[config.mk]
export PLATFORM = sky130hd
export DESIGN_NAME = mrr_exec
export DESIGN_NICKNAME = d
export VERILOG_FILES = /design/src/mrr_pkg.sv /design/src/mrr_decode.sv /design/src/mrr_exec.sv
export SDC_FILE = /design/constraint.sdc
export NUM_CORES = 1
export LEC_CHECK = 0
export ABC_CLOCK_PERIOD_IN_PS = 1640
export BUFFER_PORTS_ARGS = -buffer_cell sky130_fd_sc_hd__buf_2
export CORE_MARGIN = 2
export CORE_UTILIZATION = 52
export CTS_CLUSTER_DIAMETER = 200
export DETAILED_ROUTE_END_ITERATION = 16
export PLACE_DENSITY = 0.91
export SYNTH_ARGS = -nofsm -noshare
export SYNTH_HDL_FRONTEND = slang
export SYNTH_HIERARCHICAL = 1
export SYNTH_SLANG_ARGS = --single-unit
[constraint.sdc]
create_clock -name CORE_CLK -period 1.64 [get_ports CORE_CLK]
set_input_delay 0 -clock CORE_CLK [delete_from_list [all_inputs] [get_ports CORE_CLK]]
set_output_delay 0 -clock CORE_CLK [all_outputs]
set_load 0.05 [all_outputs]
[src/mrr_pkg.sv]
/*
  Package for the move/rotate/return execution block: encodings, field
  positions, reset values and shared carrier types.
  Assumes a 12-bit instruction word and an 8-bit data path.
*/
package mrr_pkg;

  // ==========================================================
  // Widths and field positions
  localparam int INSN_W    = 12;
  localparam int DATA_W    = 8;
  localparam int FIDX_W    = 5;
  localparam int PC_W      = 9;
  localparam int DEST_BIT  = 5;
  localparam int FIDX_LSB  = 0;

  // ==========================================================
  // Opcode patterns
  localparam logic [11:0] OP_NOP       = 12'h000;
  localparam logic [11:0] OP_OPTION    = 12'h002;
  localparam logic [6:0]  OP_STORE_HI  = 7'h01;   // 0000 001f ffff
  localparam logic [5:0]  OP_ROTL_HI   = 6'h0d;   // 0011 01df ffff
  localparam logic [5:0]  OP_ROTR_HI   = 6'h0c;   // 0011 00df ffff
  localparam logic [3:0]  OP_RETLIT_HI = 4'h8;    // 1000 kkkk kkkk

  // ==========================================================
  // Reset values and cycle counts
  localparam logic [7:0]  W_RST        = 8'h00;
  localparam logic [7:0]  OPTION_RST   = 8'hff;
  localparam logic [PC_W-1:0] PC_RST   = 9'h1ff;
  localparam int          RET_CYCLES   = 2;

  // ==========================================================
  // Types
  typedef enum logic [2:0] {
    MRR_NOP, MRR_OPTION, MRR_STORE, MRR_ROTL, MRR_ROTR, MRR_RETLIT, MRR_OTHER
  } mrr_op_t;

  typedef struct packed {
    mrr_op_t     op;
    logic        dest;
    logic [4:0]  fidx;
    logic [7:0]  lit;
  } mrr_dec_t;

  typedef struct packed {
    logic        we;
    logic [4:0]  addr;
    logic [7:0]  data;
  } mrr_fwr_t;

endpackage

[src/mrr_decode.sv]
/*
  Combinational decoder for the six covered instructions.
  Assumes the instruction word is stable for the whole execute cycle.
*/
`timescale 1ns/10ps
module mrr_decode
  import mrr_pkg::*;
(
  input  wire logic [11:0]       insn,
  output mrr_pkg::mrr_dec_t      dec
);

  // ==========================================================
  // Field split and opcode match
  always_comb begin
    dec.lit  = insn[7:0];
    dec.fidx = insn[FIDX_LSB +: FIDX_W];
    dec.dest = insn[DEST_BIT];
    if (insn == OP_NOP) begin
      dec.op = MRR_NOP;
    end else if (insn == OP_OPTION) begin
      dec.op = MRR_OPTION;
    end else if (insn[11:5] == OP_STORE_HI) begin
      dec.op = MRR_STORE;
    end else if (insn[11:6] == OP_ROTL_HI) begin
      dec.op = MRR_ROTL;
    end else if (insn[11:6] == OP_ROTR_HI) begin
      dec.op = MRR_ROTR;
    end else if (insn[11:8] == OP_RETLIT_HI) begin
      dec.op = MRR_RETLIT;
    end else begin
      dec.op = MRR_OTHER;
    end
  end

endmodule

[src/mrr_exec.sv]
/*
  Execution unit for store-W, no-op, load-option, return-with-literal
  and both rotates through carry.
  Assumes: the fetch stage presents INSN with INSN_VALID, holds it while
  BUSY is high, and FILE_RDATA is the combinational read of the file
  register addressed by the instruction's index. Writes to the file
  register and carry leave here as registered strobes.
*/
// Contract
// - Load-option copies W into the option register in one cycle, flags kept.
// - Return-with-literal loads W with k and PC from stack_top over two cycles, flags kept.
// - Rotate-left shifts the file value left, old carry to bit 0, old bit 7 to carry.
// - Rotate-left with destination one writes the file register, zero writes W.
// - Rotate-left alters only the carry flag and takes one cycle.
// - Rotate-right shifts right, old carry to bit 7, old bit 0 to carry, in one cycle.
// - Rotate-right with destination zero writes W and spares the file, one writes the file.
// - Rotates address file registers 0 to 31 through a 5-bit index.
`timescale 1ns/10ps
module mrr_exec
  import mrr_pkg::*;
(
  input  wire logic                   CORE_CLK,
  input  wire logic                   RESETN,
  input  wire logic                   INSN_VALID,
  input  wire logic [11:0]            INSN,
  input  wire logic [7:0]             FILE_RDATA,
  input  wire logic                   CARRY_IN,
  input  wire logic [mrr_pkg::PC_W-1:0] STACK_TOP,
  output mrr_pkg::mrr_fwr_t           FILE_WR,
  output logic                        CARRY_WE,
  output logic                        CARRY_OUT,
  output logic [7:0]                  W_REG,
  output logic [7:0]                  OPTION_REG,
  output logic [mrr_pkg::PC_W-1:0]    PC,
  output logic                        STACK_POP,
  output logic                        BUSY
);
  import mrr_pkg::*;

  // ==========================================================
  // State
  typedef enum logic [0:0] {ST_RUN, ST_FLUSH} mrr_st_t;

  typedef struct packed {
    mrr_st_t          st;
    logic [7:0]       w;
    logic [7:0]       option;
    logic [PC_W-1:0]  pc;
    mrr_fwr_t         fwr;
    logic             carry_we;
    logic             carry;
    logic             pop;
    logic             busy;
  } mrr_state_t;

  mrr_state_t  cur;
  mrr_state_t  next_cur;
  mrr_dec_t    dec;

  mrr_decode u_dec (
    .insn (INSN),
    .dec  (dec)
  );

  function automatic logic [8:0] rot_left(input logic [7:0] v,
                                          input logic c);
    rot_left = {v[7], v[6:0], c};
  endfunction

  function automatic logic [8:0] rot_right(input logic [7:0] v,
                                           input logic c);
    rot_right = {v[0], c, v[7:1]};
  endfunction

  // ==========================================================
  // Next state
  always_comb begin
    logic [8:0] r;
    r = 9'h000;
    next_cur = cur;
    next_cur.fwr.we   = 1'b0;
    next_cur.carry_we = 1'b0;
    next_cur.pop      = 1'b0;
    next_cur.busy     = 1'b0;
    case (cur.st)
      ST_FLUSH: begin
        // Second cycle of a return discards the fetched word
        next_cur.st = ST_RUN;
      end
      ST_RUN: begin
        if (INSN_VALID) begin
          next_cur.pc = cur.pc + 9'h001;
          case (dec.op)
            MRR_NOP: begin
              next_cur.pc = cur.pc + 9'h001;
            end
            MRR_OPTION: begin
              next_cur.option = cur.w;
            end
            MRR_STORE: begin
              next_cur.fwr = '{we: 1'b1, addr: dec.fidx, data: cur.w};
            end
            MRR_ROTL, MRR_ROTR: begin
              r = (dec.op == MRR_ROTL) ? rot_left(FILE_RDATA, CARRY_IN)
                                      : rot_right(FILE_RDATA, CARRY_IN);
              // Carry is the only flag written
              next_cur.carry_we = 1'b1;
              next_cur.carry    = r[8];
              if (dec.dest) begin
                next_cur.fwr = '{we: 1'b1, addr: dec.fidx, data: r[7:0]};
              end else begin
                next_cur.w = r[7:0];
              end
            end
            MRR_RETLIT: begin
              // Literal to W, PC from stack top
              next_cur.w   = dec.lit;
              next_cur.pc  = STACK_TOP;
              next_cur.pop = 1'b1;
              next_cur.st  = ST_FLUSH;
              // Busy kept as its own flop so the pin has no decode
              next_cur.busy = 1'b1;
            end
            default: begin
              // Other instructions belong to other units
              next_cur.pc = cur.pc + 9'h001;
            end
          endcase
        end
      end
      default: next_cur.st = ST_RUN;
    endcase
  end

  // ==========================================================
  // Registers
  always_ff @(posedge CORE_CLK or negedge RESETN) begin
    if (!RESETN) begin
      cur <= '{st: ST_RUN, w: W_RST, option: OPTION_RST, pc: PC_RST,
               fwr: '0, carry_we: 1'b0, carry: 1'b0, pop: 1'b0,
               busy: 1'b0};
    end else begin
      cur <= next_cur;
    end
  end

  assign FILE_WR    = cur.fwr;
  assign CARRY_WE   = cur.carry_we;
  assign CARRY_OUT  = cur.carry;
  assign W_REG      = cur.w;
  assign OPTION_REG = cur.option;
  assign PC         = cur.pc;
  assign STACK_POP  = cur.pop;
  assign BUSY       = cur.busy;
endmodule

**After elaboration in Yosys (flattened, before gate mapping)**

Index checks and enable logic that the tools add are counted.

- Bitwise gates (word level): 1
- Equal/unequal tests: 12
- Muxes and demuxes: 19
- Reductions and logical operators: 9
- $add $sub $neg: 1

Operators with widths:

| operator | number |
|---|---|
| two-way mux 44 bit | 1 |
| one-hot mux 14 bit (2 select lines) | 1 |
| two-way mux 18 bit | 1 |
| two-way mux 9 bit | 2 |
| two-way mux 8 bit | 2 |
| one-hot mux 8 bit (2 select lines) | 1 |
| two-way mux 3 bit | 5 |
| two-way mux 14 bit | 1 |
| == test 12 x 2 -> 1 bit (second input constant) | 1 |
| == test 6 x 4 -> 1 bit (second input constant) | 2 |
| logical NOT 12 bit | 1 |
| adder 9 x 1 -> 9 bit (second input constant) | 1 |
| AND reduction 4 bit | 2 |
| == test 7 x 1 -> 1 bit (second input constant) | 1 |
| == test 3 x 2 -> 1 bit (second input constant) | 2 |
| == test 3 bit (second input constant) | 2 |
| two-way mux 2 bit | 3 |
| AND reduction 3 bit | 2 |
| == test 4 bit (second input constant) | 1 |
| != test 2 bit (second input constant) | 2 |
| nonzero test 2 bit | 2 |
| == test 3 x 1 -> 1 bit (second input constant) | 1 |
| one-hot mux 1 bit (2 select lines) | 1 |
| AND reduction 2 bit | 1 |
| other kinds (3) | 3 |

- Word-level logic and storage cells: 53
- Output and inout port bits: 43
- Register bits: 44

**Logic depth before layout (Yosys ltp)**

Gate-level depths: netlist of run 1.

- Depth after elaboration: 13
- Gate-level depth with buffers: 10
- Gate-level depth less buffers: 7

**By module**

The synthesis of run 1 kept the hierarchy.

Modules (own cells, without submodules):

| module | times used | cells each | sequential area each (sq um) | area an instance (sq um) |
|---|---|---|---|---|
| mrr_exec | 1 | 248 | 1072.3 | 2349.8 |
| mrr_decode | 1 | 30 | 0.0 | 205.2 |

**Least setup slack after synthesis of run 1**

No wires, ideal clock.

- Kind: input to register
- From: input port INSN[6]
- To: register cur, in the netlist FILE_WR[10]
- Path buffers: 3
- Setup slack: -0.431 ns
- Setup time: 0.125 ns
- Data required time: 1.515 ns
- Arrival time: 1.946 ns
- Stages: 8
- Cells stage by stage: or4_1 > a31o_2 > buf_2 > nor4bb_1 > buf_2 > o31a_2 > buf_6 > mux2_4

RTL lines:

| what | line | source |
|---|---|---|
| from (decl) | mrr_exec.sv:25 | `input wire logic [11:0] INSN,` |
| to (signal assigned) | mrr_exec.sv:139 | `cur <= '{st: ST_RUN, w: W_RST, option: OPTION_RST, pc: PC_RST,` |
| to (signal assigned) | mrr_exec.sv:143 | `cur <= next_cur;` |
| to (decl) | mrr_exec.sv:56 | `mrr_state_t cur;` |

==> results.txt, run 1 <==
----------------------------------------------------
[Setup path]
  Critical path required time ... 1.84 ns
  Most frequent CP cell ... sky130_fd_sc_hd__buf_4
  Slowest stage cell, crit path ... sky130_fd_sc_hd__a2111o_1
  Register-to-register path setup slack ... -0.13 ns
  Buffers & Inverters on Critical Path ... 3
  Cell Chain, Critical Path ... buf_8, nor4_4, o21ai_1, a2111o_1, buf_4, nor4bb_4, o31a_4, buf_4, a21oi_1
  Arrival time of data at the critical path endpoint ... 2.03 ns
  Origin of the critical flop-to-flop path ... PC[0]$_DFFE_PN1P_
  Startpoint Class ... input pin
  Class of the most critical setup path ... in -> reg
  Worst setup path start ... INSN[3]
  Number of cells on the critical path ... 9
  Crit-path max FO ... 8
  Kind of cell adding the most delay to the critical path ... compound AO/OA/AOI/OAI gates
  Type of element capturing the critical path ... register
  Endpoint of the lowest-slack register-to-register path ... PC[6]$_DFFE_PN1P_
  FF-to-FF path depth ... 5
  Maximum single-stage delay on the critical path ... 0.45 ns

[Floorplan]
  Die outline area ... 5490 um^2
  Floorplan core area ... 4720 um^2
  Count of pins on the block boundary ... 76
  Number of standard-cell rows in the floorplan ... 25
  Die outline height ... 74.1 um
  Starting density of the core ... 54.1%
  Die width ... 74.1 um

[Yosys]
  Flip-flop and latch count after synthesis ... 42
  Yosys cell types ... 53
  Async set-reset flop share out of synthesis ... 100%
  Synthesized area ... 2550 um^2
  Count of flip-flops with a built-in enable after synthesis ... 0
  Count of mapped cells out of synthesis ... 278
  Leading register cell type out of synthesis ... sky130_fd_sc_hd__dfrtp_1
  Mean cell area of the mapped netlist ... 9.19 um^2
  Proportion of synthesized chip area in sequential cells ... 42.0%
  Synthesized net count ... 312
  Total number of yosys warnings ... 6

[Outcome]
  Violated checks ... negative hold slack, negative setup slack
  Outcome ... finished, violations left

[Global routing]
  GR peak layer ... met2
  Grt met3 use ... 6.10%
  Initial antenna violation count ... 0
  Met2 track demand over resource ... 45.5%
  Pin count of the biggest net entering global routing ... 31
  First-pass GRT wire length ... 12300 um
  Global Route met1 Usage ... 40.0%
  GRT Util Overall ... 29.1%
  Number of global-route vias before repair ... 2447
  Overall overflow remaining after global route ... 0

[Timing]
  Fin. max-slew vios ... 0
  Min setup slack post-route ... -0.190 ns
  Max_slew headroom ... 54.6%
  Setup repair after global routing missed its margin ... true
  Post-layout min period ... 1.83 ns
  Hold Violations, Final ... 1
  Worst hold-check slack ... -0.00577 ns
  Worst Skew ... 0.00548 ns
  Fmax achieved ... 546 MHz
  Endpoints failing setup ... 40
  Slew at the pin closest to its max-slew limit ... 0.681 ns
  Share of the clock period used by the worst path after layout ... 112%

[Clock tree]
  Clock transition at the registers of the reported paths ... 0.08 ns
  Number of buffers on the longest clock path ... 2
  Total clock buffers created by CTS ... 5
  Clk_lat worst skew ... 0.30 ns
  Root cell of the clock tree ... sky130_fd_sc_hd__clkbuf_8
  Clock tree sinks ... 42
  Clock tree from TritonCTS ... done
  H-tree levels ... 2

[Finish]
  Proportion of layout cells with a drive suffix above 1 ... 58.6%
  Register Area ... 1080 um^2
  Fill cell instance count of the final layout ... 246
  Layout Utilization ... 81.0%
  Area growth from synthesis to final layout ... 49.7%
  Most frequent standard cell in the layout excluding fill and tap cells ... sky130_fd_sc_hd__buf_2
  Top library cells by usage in the layout, fill and taps aside ... sky130_fd_sc_hd__buf_2, sky130_fd_sc_hd__a21oi_1, sky130_fd_sc_hd__buf_4, sky130_fd_sc_hd__dfrtp_1, sky130_fd_sc_hd__dfstp_2
  Combined area of the multi-input logic cells ... 1680 um^2
  Antenna diodes ... 0
  Layout Nets ... 410

[Route]
  Vias/cell ... 6.40
  Initial detailed-routing violation count ... 360
  Final WL ... 8960 um
  Number of search-and-repair iterations in the first detailed-routing pass ... 6
  Count of antenna-violating nets left after detailed routing ... 0
  DRC viols ... 0
  Number of vias after detailed routing ... 2842
  Routed length per placed instance ... 20.2 um

[Min path]
  Launch point of the worst hold path ... STACK_TOP[4]
  Hold depth ... 3
  Classification of the worst-slack hold path ... in -> reg
  Worst Hold Endpoint ... PC[4]$_DFFE_PN1P_

[Place]
  DP Worst Slack ... -0.525 ns
  Port bufs ... 75
  Final weighted congestion of routability-driven global placement ... 0.807
  HPWL Detailed ... 4860 um

[Pwr]
  Pwr per Cell Area ... 1180 nW/um^2
  Leakage power summed over all cells ... 1.69 nW
  Max IR drop VDD ... 1.07 mV
  Post-route total power ... 4.51 mW

[Run]
  Number of maximum-capacitance constraint violations ... 0

----------------------------------------------------
logic make-up (layout without fill, tap and decap cells):
kind of cell | Yosys count | count (layout) | share of synthesized area, %
fa+ha+maj | 1 | 1 | 0.490
buf+inv | 37 | 135 | 8.52
compound gates | 84 | 85 | 21.0
mux | 13 | 13 | 6.17
flops | 42 | 42 | 42.0
simple gates | 101 | 101 | 21.9
worst min-delay path, stage by stage:
cell                      delay, ns
sky130_fd_sc_hd__buf_2         0.10
sky130_fd_sc_hd__o21ai_2       0.12
sky130_fd_sc_hd__a22oi_1       0.07
cells in the mapped netlist (3+ instances only):
master	n	area share, %
sky130_fd_sc_hd__o41ai_1	8	2.7
sky130_fd_sc_hd__buf_2	9	1.8
sky130_fd_sc_hd__o22ai_1	13	3.2
sky130_fd_sc_hd__nand3_1	17	3.3
sky130_fd_sc_hd__and2_0	5	1.2
sky130_fd_sc_hd__buf_4	16	4.7
sky130_fd_sc_hd__dfrtp_1	25	24
sky130_fd_sc_hd__nor3_1	9	1.8
sky130_fd_sc_hd__nor2_1	14	2.1
sky130_fd_sc_hd__a21oi_1	43	8.4
sky130_fd_sc_hd__nand2b_1	12	2.9
sky130_fd_sc_hd__mux2_1	10	4.4
sky130_fd_sc_hd__a2bb2oi_1	3	1.0
sky130_fd_sc_hd__and2_1	3	0.73
sky130_fd_sc_hd__nand2_1	20	2.9
sky130_fd_sc_hd__mux2_4	3	1.8
sky130_fd_sc_hd__clkbuf_1	8	1.2
sky130_fd_sc_hd__dfstp_2	17	17
timing repair:
action,CTS,global route
pin swaps,10,15
hold endpoints to repair,29,0
setup endpoints to repair,37,41
buffers inserted,2,6
resized for setup,43,38
cloned,1,3
hold buffers,5,0
power breakdown:
group	leakage [nW]	switching, mW	total, mW	internal (mW)
clock network	0.0472	0.373	0.712	0.339
logic	1.15	1.50	2.13	0.631
registers	0.494	0.303	1.67	1.37
cell type report:
| cell class | instances | area share [%] |
|---|---|---|
| repair buffers | 125 | 23.0 |
| flip-flops and latches | 42 | 28.1 |
| multi-input cells | 200 | 43.9 |
| clock inverters | 2 | 0.327 |
| well taps | 67 | 2.19 |
| clock buffers | 6 | 2.16 |
| inverters | 2 | 0.294 |
routing by layer:
metal	vias to the layer above	share of wire (%)
li1	1209	-
met5	-	0
met3	55	9.8
met2	216	48
met4	0	4.5
met1	1362	38
per-stage QoR:
stage | cell area [um^2] | cells | setup TNS, ns
finish | 3820 | 444 | -3.51
global route | 3820 | 444 | -5.32
CTS | 3540 | 435 | -1.80
detailed placement | 3180 | 420 | -16.46
global placement | 3180 | 420 | -12.87
floorplan | 2670 | 278 | -7.19
state kept, by name, indices dropped and copies added (netlist names):
register / cells
FILE_WR: 14
PC: 9
OPTION_REG: 8
W_REG: 8
BUSY: 1
CARRY_OUT: 1
CARRY_WE: 1
worst max path at each step:
stage	to	slack, ns
floorplan	FILE_WR[10]$_DFFE_PN0P_	-0.34
global placement	W_REG[2]$_DFFE_PN0P_	-0.39
detailed placement	FILE_WR[9]$_DFFE_PN0P_	-0.53
CTS	OPTION_REG[7]$_DFFE_PN1P_	-0.10
global route	FILE_WR[6]$_DFFE_PN0P_	-0.23
finish	FILE_WR[6]$_DFFE_PN0P_	-0.19
No activity file was read; power rests on OpenSTA's default activity.
==> inputs of run 2 (changes only) <==
CELL_PAD_IN_SITES_DETAIL_PLACEMENT = 1   (was not set)
CELL_PAD_IN_SITES_GLOBAL_PLACEMENT = 2   (was not set)
CORE_UTILIZATION = 30   (was 52)
PLACE_DENSITY = 0.89   (was 0.91)
SYNTH_HIERARCHICAL = not set   (was 1)
==> results.txt, run 2 <==
----------------------------------------------------
[Yosys]
  Area share of the largest cell type after synthesis ... 28.9%
  Synthesized area ... 2170 um^2
  Leading cell type by number of instances after synthesis ... sky130_fd_sc_hd__dfrtp_1
  Proportion of synthesized chip area in sequential cells ... 49.5%
  Count of flip-flops with a built-in enable after synthesis ... 0
  Yosys cell types ... 42
  Cell taking the most area after synthesis ... sky130_fd_sc_hd__dfrtp_1
  Leading register cell type out of synthesis ... sky130_fd_sc_hd__dfrtp_1
  Count of mapped cells out of synthesis ... 196
  Flip-flop and latch count after synthesis ... 42
  Total number of yosys warnings ... 0
  Synthesized net count ... 230
  Top cells by area in the synthesized netlist ... sky130_fd_sc_hd__dfrtp_1, sky130_fd_sc_hd__dfstp_2, sky130_fd_sc_hd__mux2i_1, sky130_fd_sc_hd__mux2_2, sky130_fd_sc_hd__a21oi_1
  Async set-reset flop share out of synthesis ... 100%
  Mean cell area of the mapped netlist ... 11.1 um^2
  Most common library cells after synthesis ... sky130_fd_sc_hd__dfrtp_1, sky130_fd_sc_hd__dfstp_2, sky130_fd_sc_hd__mux2i_1

[Pwr]
  Max IR drop VDD ... 0.417 mV
  Switching power share of the total ... 44.9%
  Power share of the sequential group ... 41.3%
  Clk network pwr share ... 18.0%
  Net switching component of the power ... 1.67 mW
  Proportion of power drawn by combinational gates ... 40.7%
  Pwr per Cell Area ... 1280 nW/um^2
  Leakage power summed over all cells ... 1.38 nW
  Cell-internal power ... 2.05 mW

[Finish]
  Top library cells by usage in the layout, fill and taps aside ... sky130_fd_sc_hd__buf_2, sky130_fd_sc_hd__dfrtp_1, sky130_fd_sc_hd__mux2i_1, sky130_fd_sc_hd__dfstp_2, sky130_fd_sc_hd__a21oi_1
  Max FFs per register ... 14
  Most frequent standard cell in the layout excluding fill and tap cells ... sky130_fd_sc_hd__buf_2
  Proportion of layout cells with a drive suffix above 1 ... 45.1%
  Antenna diodes ... 0
  Layout Nets ... 321
  Fill cell instance count of the final layout ... 800
  Area growth from synthesis to final layout ... 34.0%

[Global routing]
  Overall overflow remaining after global route ... 0
  Pin count of the biggest net entering global routing ... 28
  Initial antenna violation count ... 0
  First-pass GRT wire length ... 9650 um
  Number of global-route vias before repair ... 1842
  GRT Util Overall ... 16.3%

[Outcome]
  Outcome ... finished clean

[Timing]
  Fmax achieved ... 631 MHz
  Worst hold-check slack ... 0.00358 ns
  Max_slew headroom ... 52.8%
  Share of the clock period used by the worst path after layout ... 96.6%
  Post-Route Setup TNS ... 0 ns
  Slew at the pin closest to its max-slew limit ... 0.707 ns
  Endpoints failing setup ... 0
  Post-layout min period ... 1.58 ns
  Min setup slack post-route ... 0.0559 ns
  Hold Violations, Final ... 0
  Fin. max-slew vios ... 0
  Worst Skew ... 0.00613 ns

[Route]
  Initial detailed-routing violation count ... 63
  Count of antenna-violating nets left after detailed routing ... 0
  Final WL ... 6390 um
  DRC viols ... 0
  Vias/cell ... 5.01
  Number of vias after detailed routing ... 1922
  Number of search-and-repair iterations in the first detailed-routing pass ... 4
  Routed length per placed instance ... 16.6 um

[Place]
  Port bufs ... 75
  HPWL Detailed ... 4910 um
  DP Worst Slack ... -0.00720 ns
  Final weighted congestion of routability-driven global placement ... 0.798

[Clock tree]
  Clock transition at the registers of the reported paths ... 0.08 ns
  Number of buffers on the longest clock path ... 2
  Clk_lat worst skew ... 0.30 ns
  H-tree levels ... 2
  Clock tree sinks ... 42
  Clock tree from TritonCTS ... done
  Root cell of the clock tree ... sky130_fd_sc_hd__clkbuf_8
  Buffer count from post-CTS setup fixing ... 0
  Total clock buffers created by CTS ... 5

[Floorplan]
  Count of pins on the block boundary ... 76
  Die width ... 89.0 um
  Die outline height ... 89.0 um
  Floorplan core area ... 6910 um^2
  Number of standard-cell rows in the floorplan ... 30
  Starting density of the core ... 31.4%
  Die outline area ... 7920 um^2

[Setup path]
  Critical path required time ... 1.82 ns
  Startpoint Class ... register
  Class of the most critical setup path ... reg -> reg
  Crit-path max FO ... 8
  Arrival time of data at the critical path endpoint ... 1.77 ns
  Type of element capturing the critical path ... register

[Min path]
  Classification of the worst-slack hold path ... in -> reg

[Run]
  Number of maximum-capacitance constraint violations ... 0

----------------------------------------------------
==> run 2: metrics by stage <==
step                utilization, %  power (mW)  std cells  cell area [um^2]
detailed placement            39.3        3.04        366              2710
global placement              39.3        3.01        366              2710
finish                        42.1        3.71        384              2910
floorplan                        -        2.60        196              2190
global route                  42.1        3.92        384              2910
CTS                           42.0        3.74        384              2900
==> run 2: routing by layer <==
layer,routed length (um),up-vias,global-route usage [%]
met5,0,-,0
met4,73,0,4.61
met3,319,4,4.16
met2,3020,44,25.6
met1,2980,950,22.3
li1,-,924,-
==> run 2: power by group through the flow <==
stage                     combinational, mW  sequential (mW)  clock, mW
after global placement                 1.46             1.55          0
after floorplan                       0.355             2.24          0
final                                  1.51             1.53      0.670
after CTS                              1.51             1.53      0.693
after global routing                   1.60             1.57      0.753
after detailed placement               1.49             1.55          0
==> run 2: area by class of cell <==
| type | count | area (um^2) | area share (%) |
|---|---|---|---|
| Sequential cell | 42 | 1080 | 37.1 |
| Clock buffer | 6 | 72.6 | 2.50 |
| Timing Repair Buffer | 97 | 578 | 19.9 |
| Inverter | 2 | 7.51 | 0.258 |
| Clock inverter | 2 | 13.8 | 0.474 |
| Tap cell | 96 | 120 | 4.13 |
| Multi-Input combinational cell | 139 | 1040 | 35.7 |
==> run 2: what timing repair did <==
action / CTS / global route
hold endpoints to repair: 41 / 0
gates resized for setup: 1 / 2
hold buffers: 10 / 0
pin swaps: 0 / 3
setup endpoints to repair: 3 / 5
==> run 2: worst max-delay path, stage by stage, from the launching register on <==
cell and delay (ns):
sky130_fd_sc_hd__dfrtp_2 0.43, sky130_fd_sc_hd__or4b_1 0.53, sky130_fd_sc_hd__o22a_4 0.26, sky130_fd_sc_hd__a21oi_1 0.17, sky130_fd_sc_hd__o21ai_1 0.08
==> run 2: cells by family (layout without fill, tap and decap cells) <==
family / count (synthesis) / count (layout) / synth area share [%]
compound gates: 60 / 60 / 18.7
fa+ha+maj: 1 / 1 / 0.577
flops: 42 / 42 / 49.5
simple gates: 48 / 48 / 13.1
mux: 30 / 30 / 14.6
buf+inv: 15 / 107 / 3.58
==> run 2: final timing paths <==
| path | start | end | slack, ns | cells past startpoint |
|---|---|---|---|---|
| max | BUSY$_DFF_PN0_ | W_REG[4]$_DFFE_PN0P_ | 0.06 | 4 |
| min | STACK_TOP[5] | PC[5]$_DFFE_PN1P_ | 0.004 | 3 |
| max reg2reg | BUSY$_DFF_PN0_ | W_REG[4]$_DFFE_PN0P_ | 0.06 | 4 |
| min reg2reg | FILE_WR[11]$_DFFE_PN0P_ | FILE_WR[11]$_DFFE_PN0P_ | 0.50 | 1 |
| max in group asynchronous | RESETN | OPTION_REG[7]$_DFFE_PN1P_ | 0.92 | 3 |
| min in group asynchronous | RESETN | FILE_WR[10]$_DFFE_PN0P_ | 0.17 | 2 |
==> inputs of run 3 (changes only) <==
ABC_CLOCK_PERIOD_IN_PS = 2000   (was 1640)
CORE_UTILIZATION = 33   (was 30)
PLACE_DENSITY = 0.95   (was 0.89)
clock period = 2 ns   (was 1.64 ns; I/O delays follow)
==> results.txt, run 3 (same netlist as run 2, synthesis figures left out) <==
----------------------------------------------------
[Global routing]
  Number of global-route vias before repair ... 1978
  Overall overflow remaining after global route ... 0
  GRT Util Overall ... 17.6%
  First-pass GRT wire length ... 10100 um
  GR peak layer ... met2
  Met2 track demand over resource ... 30.0%
  Initial antenna violation count ... 0
  Global Route met1 Usage ... 23.3%
  Pin count of the biggest net entering global routing ... 43
  Grt met3 use ... 3.50%

[Route]
  Number of vias after detailed routing ... 1886
  Final WL ... 6230 um
  DRC viols ... 0
  Number of search-and-repair iterations in the first detailed-routing pass ... 4
  Routed length per placed instance ... 17.4 um
  Initial detailed-routing violation count ... 83
  Vias/cell ... 5.27
  Count of antenna-violating nets left after detailed routing ... 0

[Setup path]
  Arrival time of data at the critical path endpoint ... 1.98 ns
  Type of element capturing the critical path ... register
  Class of the most critical setup path ... in -> reg
  Kind of cell adding the most delay to the critical path ... simple AND/OR/NAND/NOR gates
  Critical path required time ... 2.22 ns
  Cell Chain, Critical Path ... dlygate4sd3_1, buf_2, nor3_1, and2_1, nand3_1, mux2_2
  Buffers & Inverters on Critical Path ... 2
  Startpoint Class ... input pin
  Crit-path max FO ... 8
  Maximum single-stage delay on the critical path ... 0.52 ns
  Slowest stage cell, crit path ... sky130_fd_sc_hd__dlygate4sd3_1

[Floorplan]
  Die outline area ... 7240 um^2
  Die outline height ... 85.1 um
  Die width ... 85.1 um
  Starting density of the core ... 34.1%
  Count of pins on the block boundary ... 76
  Number of standard-cell rows in the floorplan ... 29
  Floorplan core area ... 6350 um^2

[Timing]
  Endpoints failing setup ... 0
  Fin. max-slew vios ... 0
  Worst Skew ... 0.00833 ns
  Post-Route Setup TNS ... 0 ns
  Fmax achieved ... 569 MHz
  Hold Violations, Final ... 0
  Post-layout min period ... 1.76 ns
  Slew at the pin closest to its max-slew limit ... 0.924 ns
  Worst hold-check slack ... 0.0138 ns
  Max_slew headroom ... 38.4%
  Share of the clock period used by the worst path after layout ... 87.9%
  Min setup slack post-route ... 0.242 ns
  Setup repair after global routing missed its margin ... false

[Clock tree]
  H-tree levels ... 2
  Root cell of the clock tree ... sky130_fd_sc_hd__clkbuf_8
  Buffer count from post-CTS setup fixing ... 0
  Clock tree from TritonCTS ... done
  Clock tree sinks ... 42
  Number of buffers on the longest clock path ... 2
  Clk_lat worst skew ... 0.29 ns
  Clock transition at the registers of the reported paths ... 0.08 ns
  Total clock buffers created by CTS ... 5

[Finish]
  Proportion of layout cells with a drive suffix above 1 ... 42.7%
  Layout Utilization ... 44.0%
  Combined area of the multi-input logic cells ... 1020 um^2
  Antenna diodes ... 0
  Area of all placed cells without fillers ... 2800 um^2
  Area growth from synthesis to final layout ... 29.0%
  Most frequent standard cell in the layout excluding fill and tap cells ... sky130_fd_sc_hd__buf_2
  Top library cells by usage in the layout, fill and taps aside ... sky130_fd_sc_hd__buf_2, sky130_fd_sc_hd__dfrtp_1, sky130_fd_sc_hd__dfstp_2, sky130_fd_sc_hd__mux2i_1, sky130_fd_sc_hd__a21oi_1
  Fill cell instance count of the final layout ... 719
  Register Area ... 1070 um^2
  Max FFs per register ... 14
  Layout Nets ... 314

[Pwr]
  Leakage power summed over all cells ... 1.34 nW
  Switching power share of the total ... 44.5%
  Proportion of power drawn by combinational gates ... 39.8%
  Power share of the sequential group ... 41.2%
  Net switching component of the power ... 1.34 mW
  Cell-internal power ... 1.68 mW
  Clk network pwr share ... 19.0%
  Max IR drop VDD ... 0.379 mV
  Pwr per Cell Area ... 1080 nW/um^2

[Place]
  Final weighted congestion of routability-driven global placement ... 0.778
  Port bufs ... 75
  HPWL Detailed ... 4600 um
  DP Worst Slack ... 0.352 ns
  Post-Place Cell Area ... 2620 um^2

[Run]
  Number of maximum-capacitance constraint violations ... 0

[Outcome]
  Outcome ... finished clean

[Min path]
  Classification of the worst-slack hold path ... in -> reg

----------------------------------------------------
==> run 3: worst min-delay path: stages <==
cell and delay [ns]:
sky130_fd_sc_hd__buf_2 0.08, sky130_fd_sc_hd__a32oi_1 0.04, sky130_fd_sc_hd__o21ai_0 0.15
==> run 3: path summary, 6_finish.rpt <==
path | start | end | slack, ns | depth (start not counted)
max | INSN[7] | OPTION_REG[4]$_DFFE_PN1P_ | 0.24 | 6
min | STACK_TOP[6] | PC[6]$_DFFE_PN1P_ | 0.01 | 3
max reg2reg | BUSY$_DFF_PN0_ | W_REG[3]$_DFFE_PN0P_ | 0.34 | 3
min reg2reg | FILE_WR[11]$_DFFE_PN0P_ | FILE_WR[11]$_DFFE_PN0P_ | 0.49 | 1
max in group asynchronous | RESETN | CARRY_OUT$_DFFE_PN0P_ | 1.03 | 2
min in group asynchronous | RESETN | FILE_WR[11]$_DFFE_PN0P_ | 0.38 | 2
==> run 3: stage by stage <==
stage / total power [mW] / cells
2_1_floorplan: 2.12 / 196
3_3_place_gp: 2.43 / 341
3_5_place_dp: 2.46 / 341
4_1_cts: 3.04 / 358
5_1_grt: 3.18 / 358
6_report: 3.02 / 358
==> run 3: power by group through the flow <==
stage	Sequential [mW]	Clock, mW	Combinational [mW]
after CTS	1.25	0.579	1.21
after detailed placement	1.26	0	1.20
after global routing	1.27	0.623	1.28
after global placement	1.26	0	1.17
after floorplan	1.83	0	0.286
final	1.24	0.574	1.20
==> run 3: metal layers <==
metal	part of all wire (%)	vias up
met5	0	-
met4	0.80	0
met3	4.3	4
met2	51	44
met1	44	926
li1	-	912
==> run 3: area by class of cell <==
type | instances | share of cell area, %
timing repair buffer | 90 | 18.3
clock inverter | 1 | 0.179
clock buffer | 7 | 3.09
inverter | 2 | 0.268
multi-input combinational | 139 | 36.4
sequential | 42 | 38.3
tap | 77 | 3.45
==> run 3: repair_timing <==
action,CTS,global route
gates resized for setup,0,0
hold buffers,9,0
hold endpoints to repair,33,0
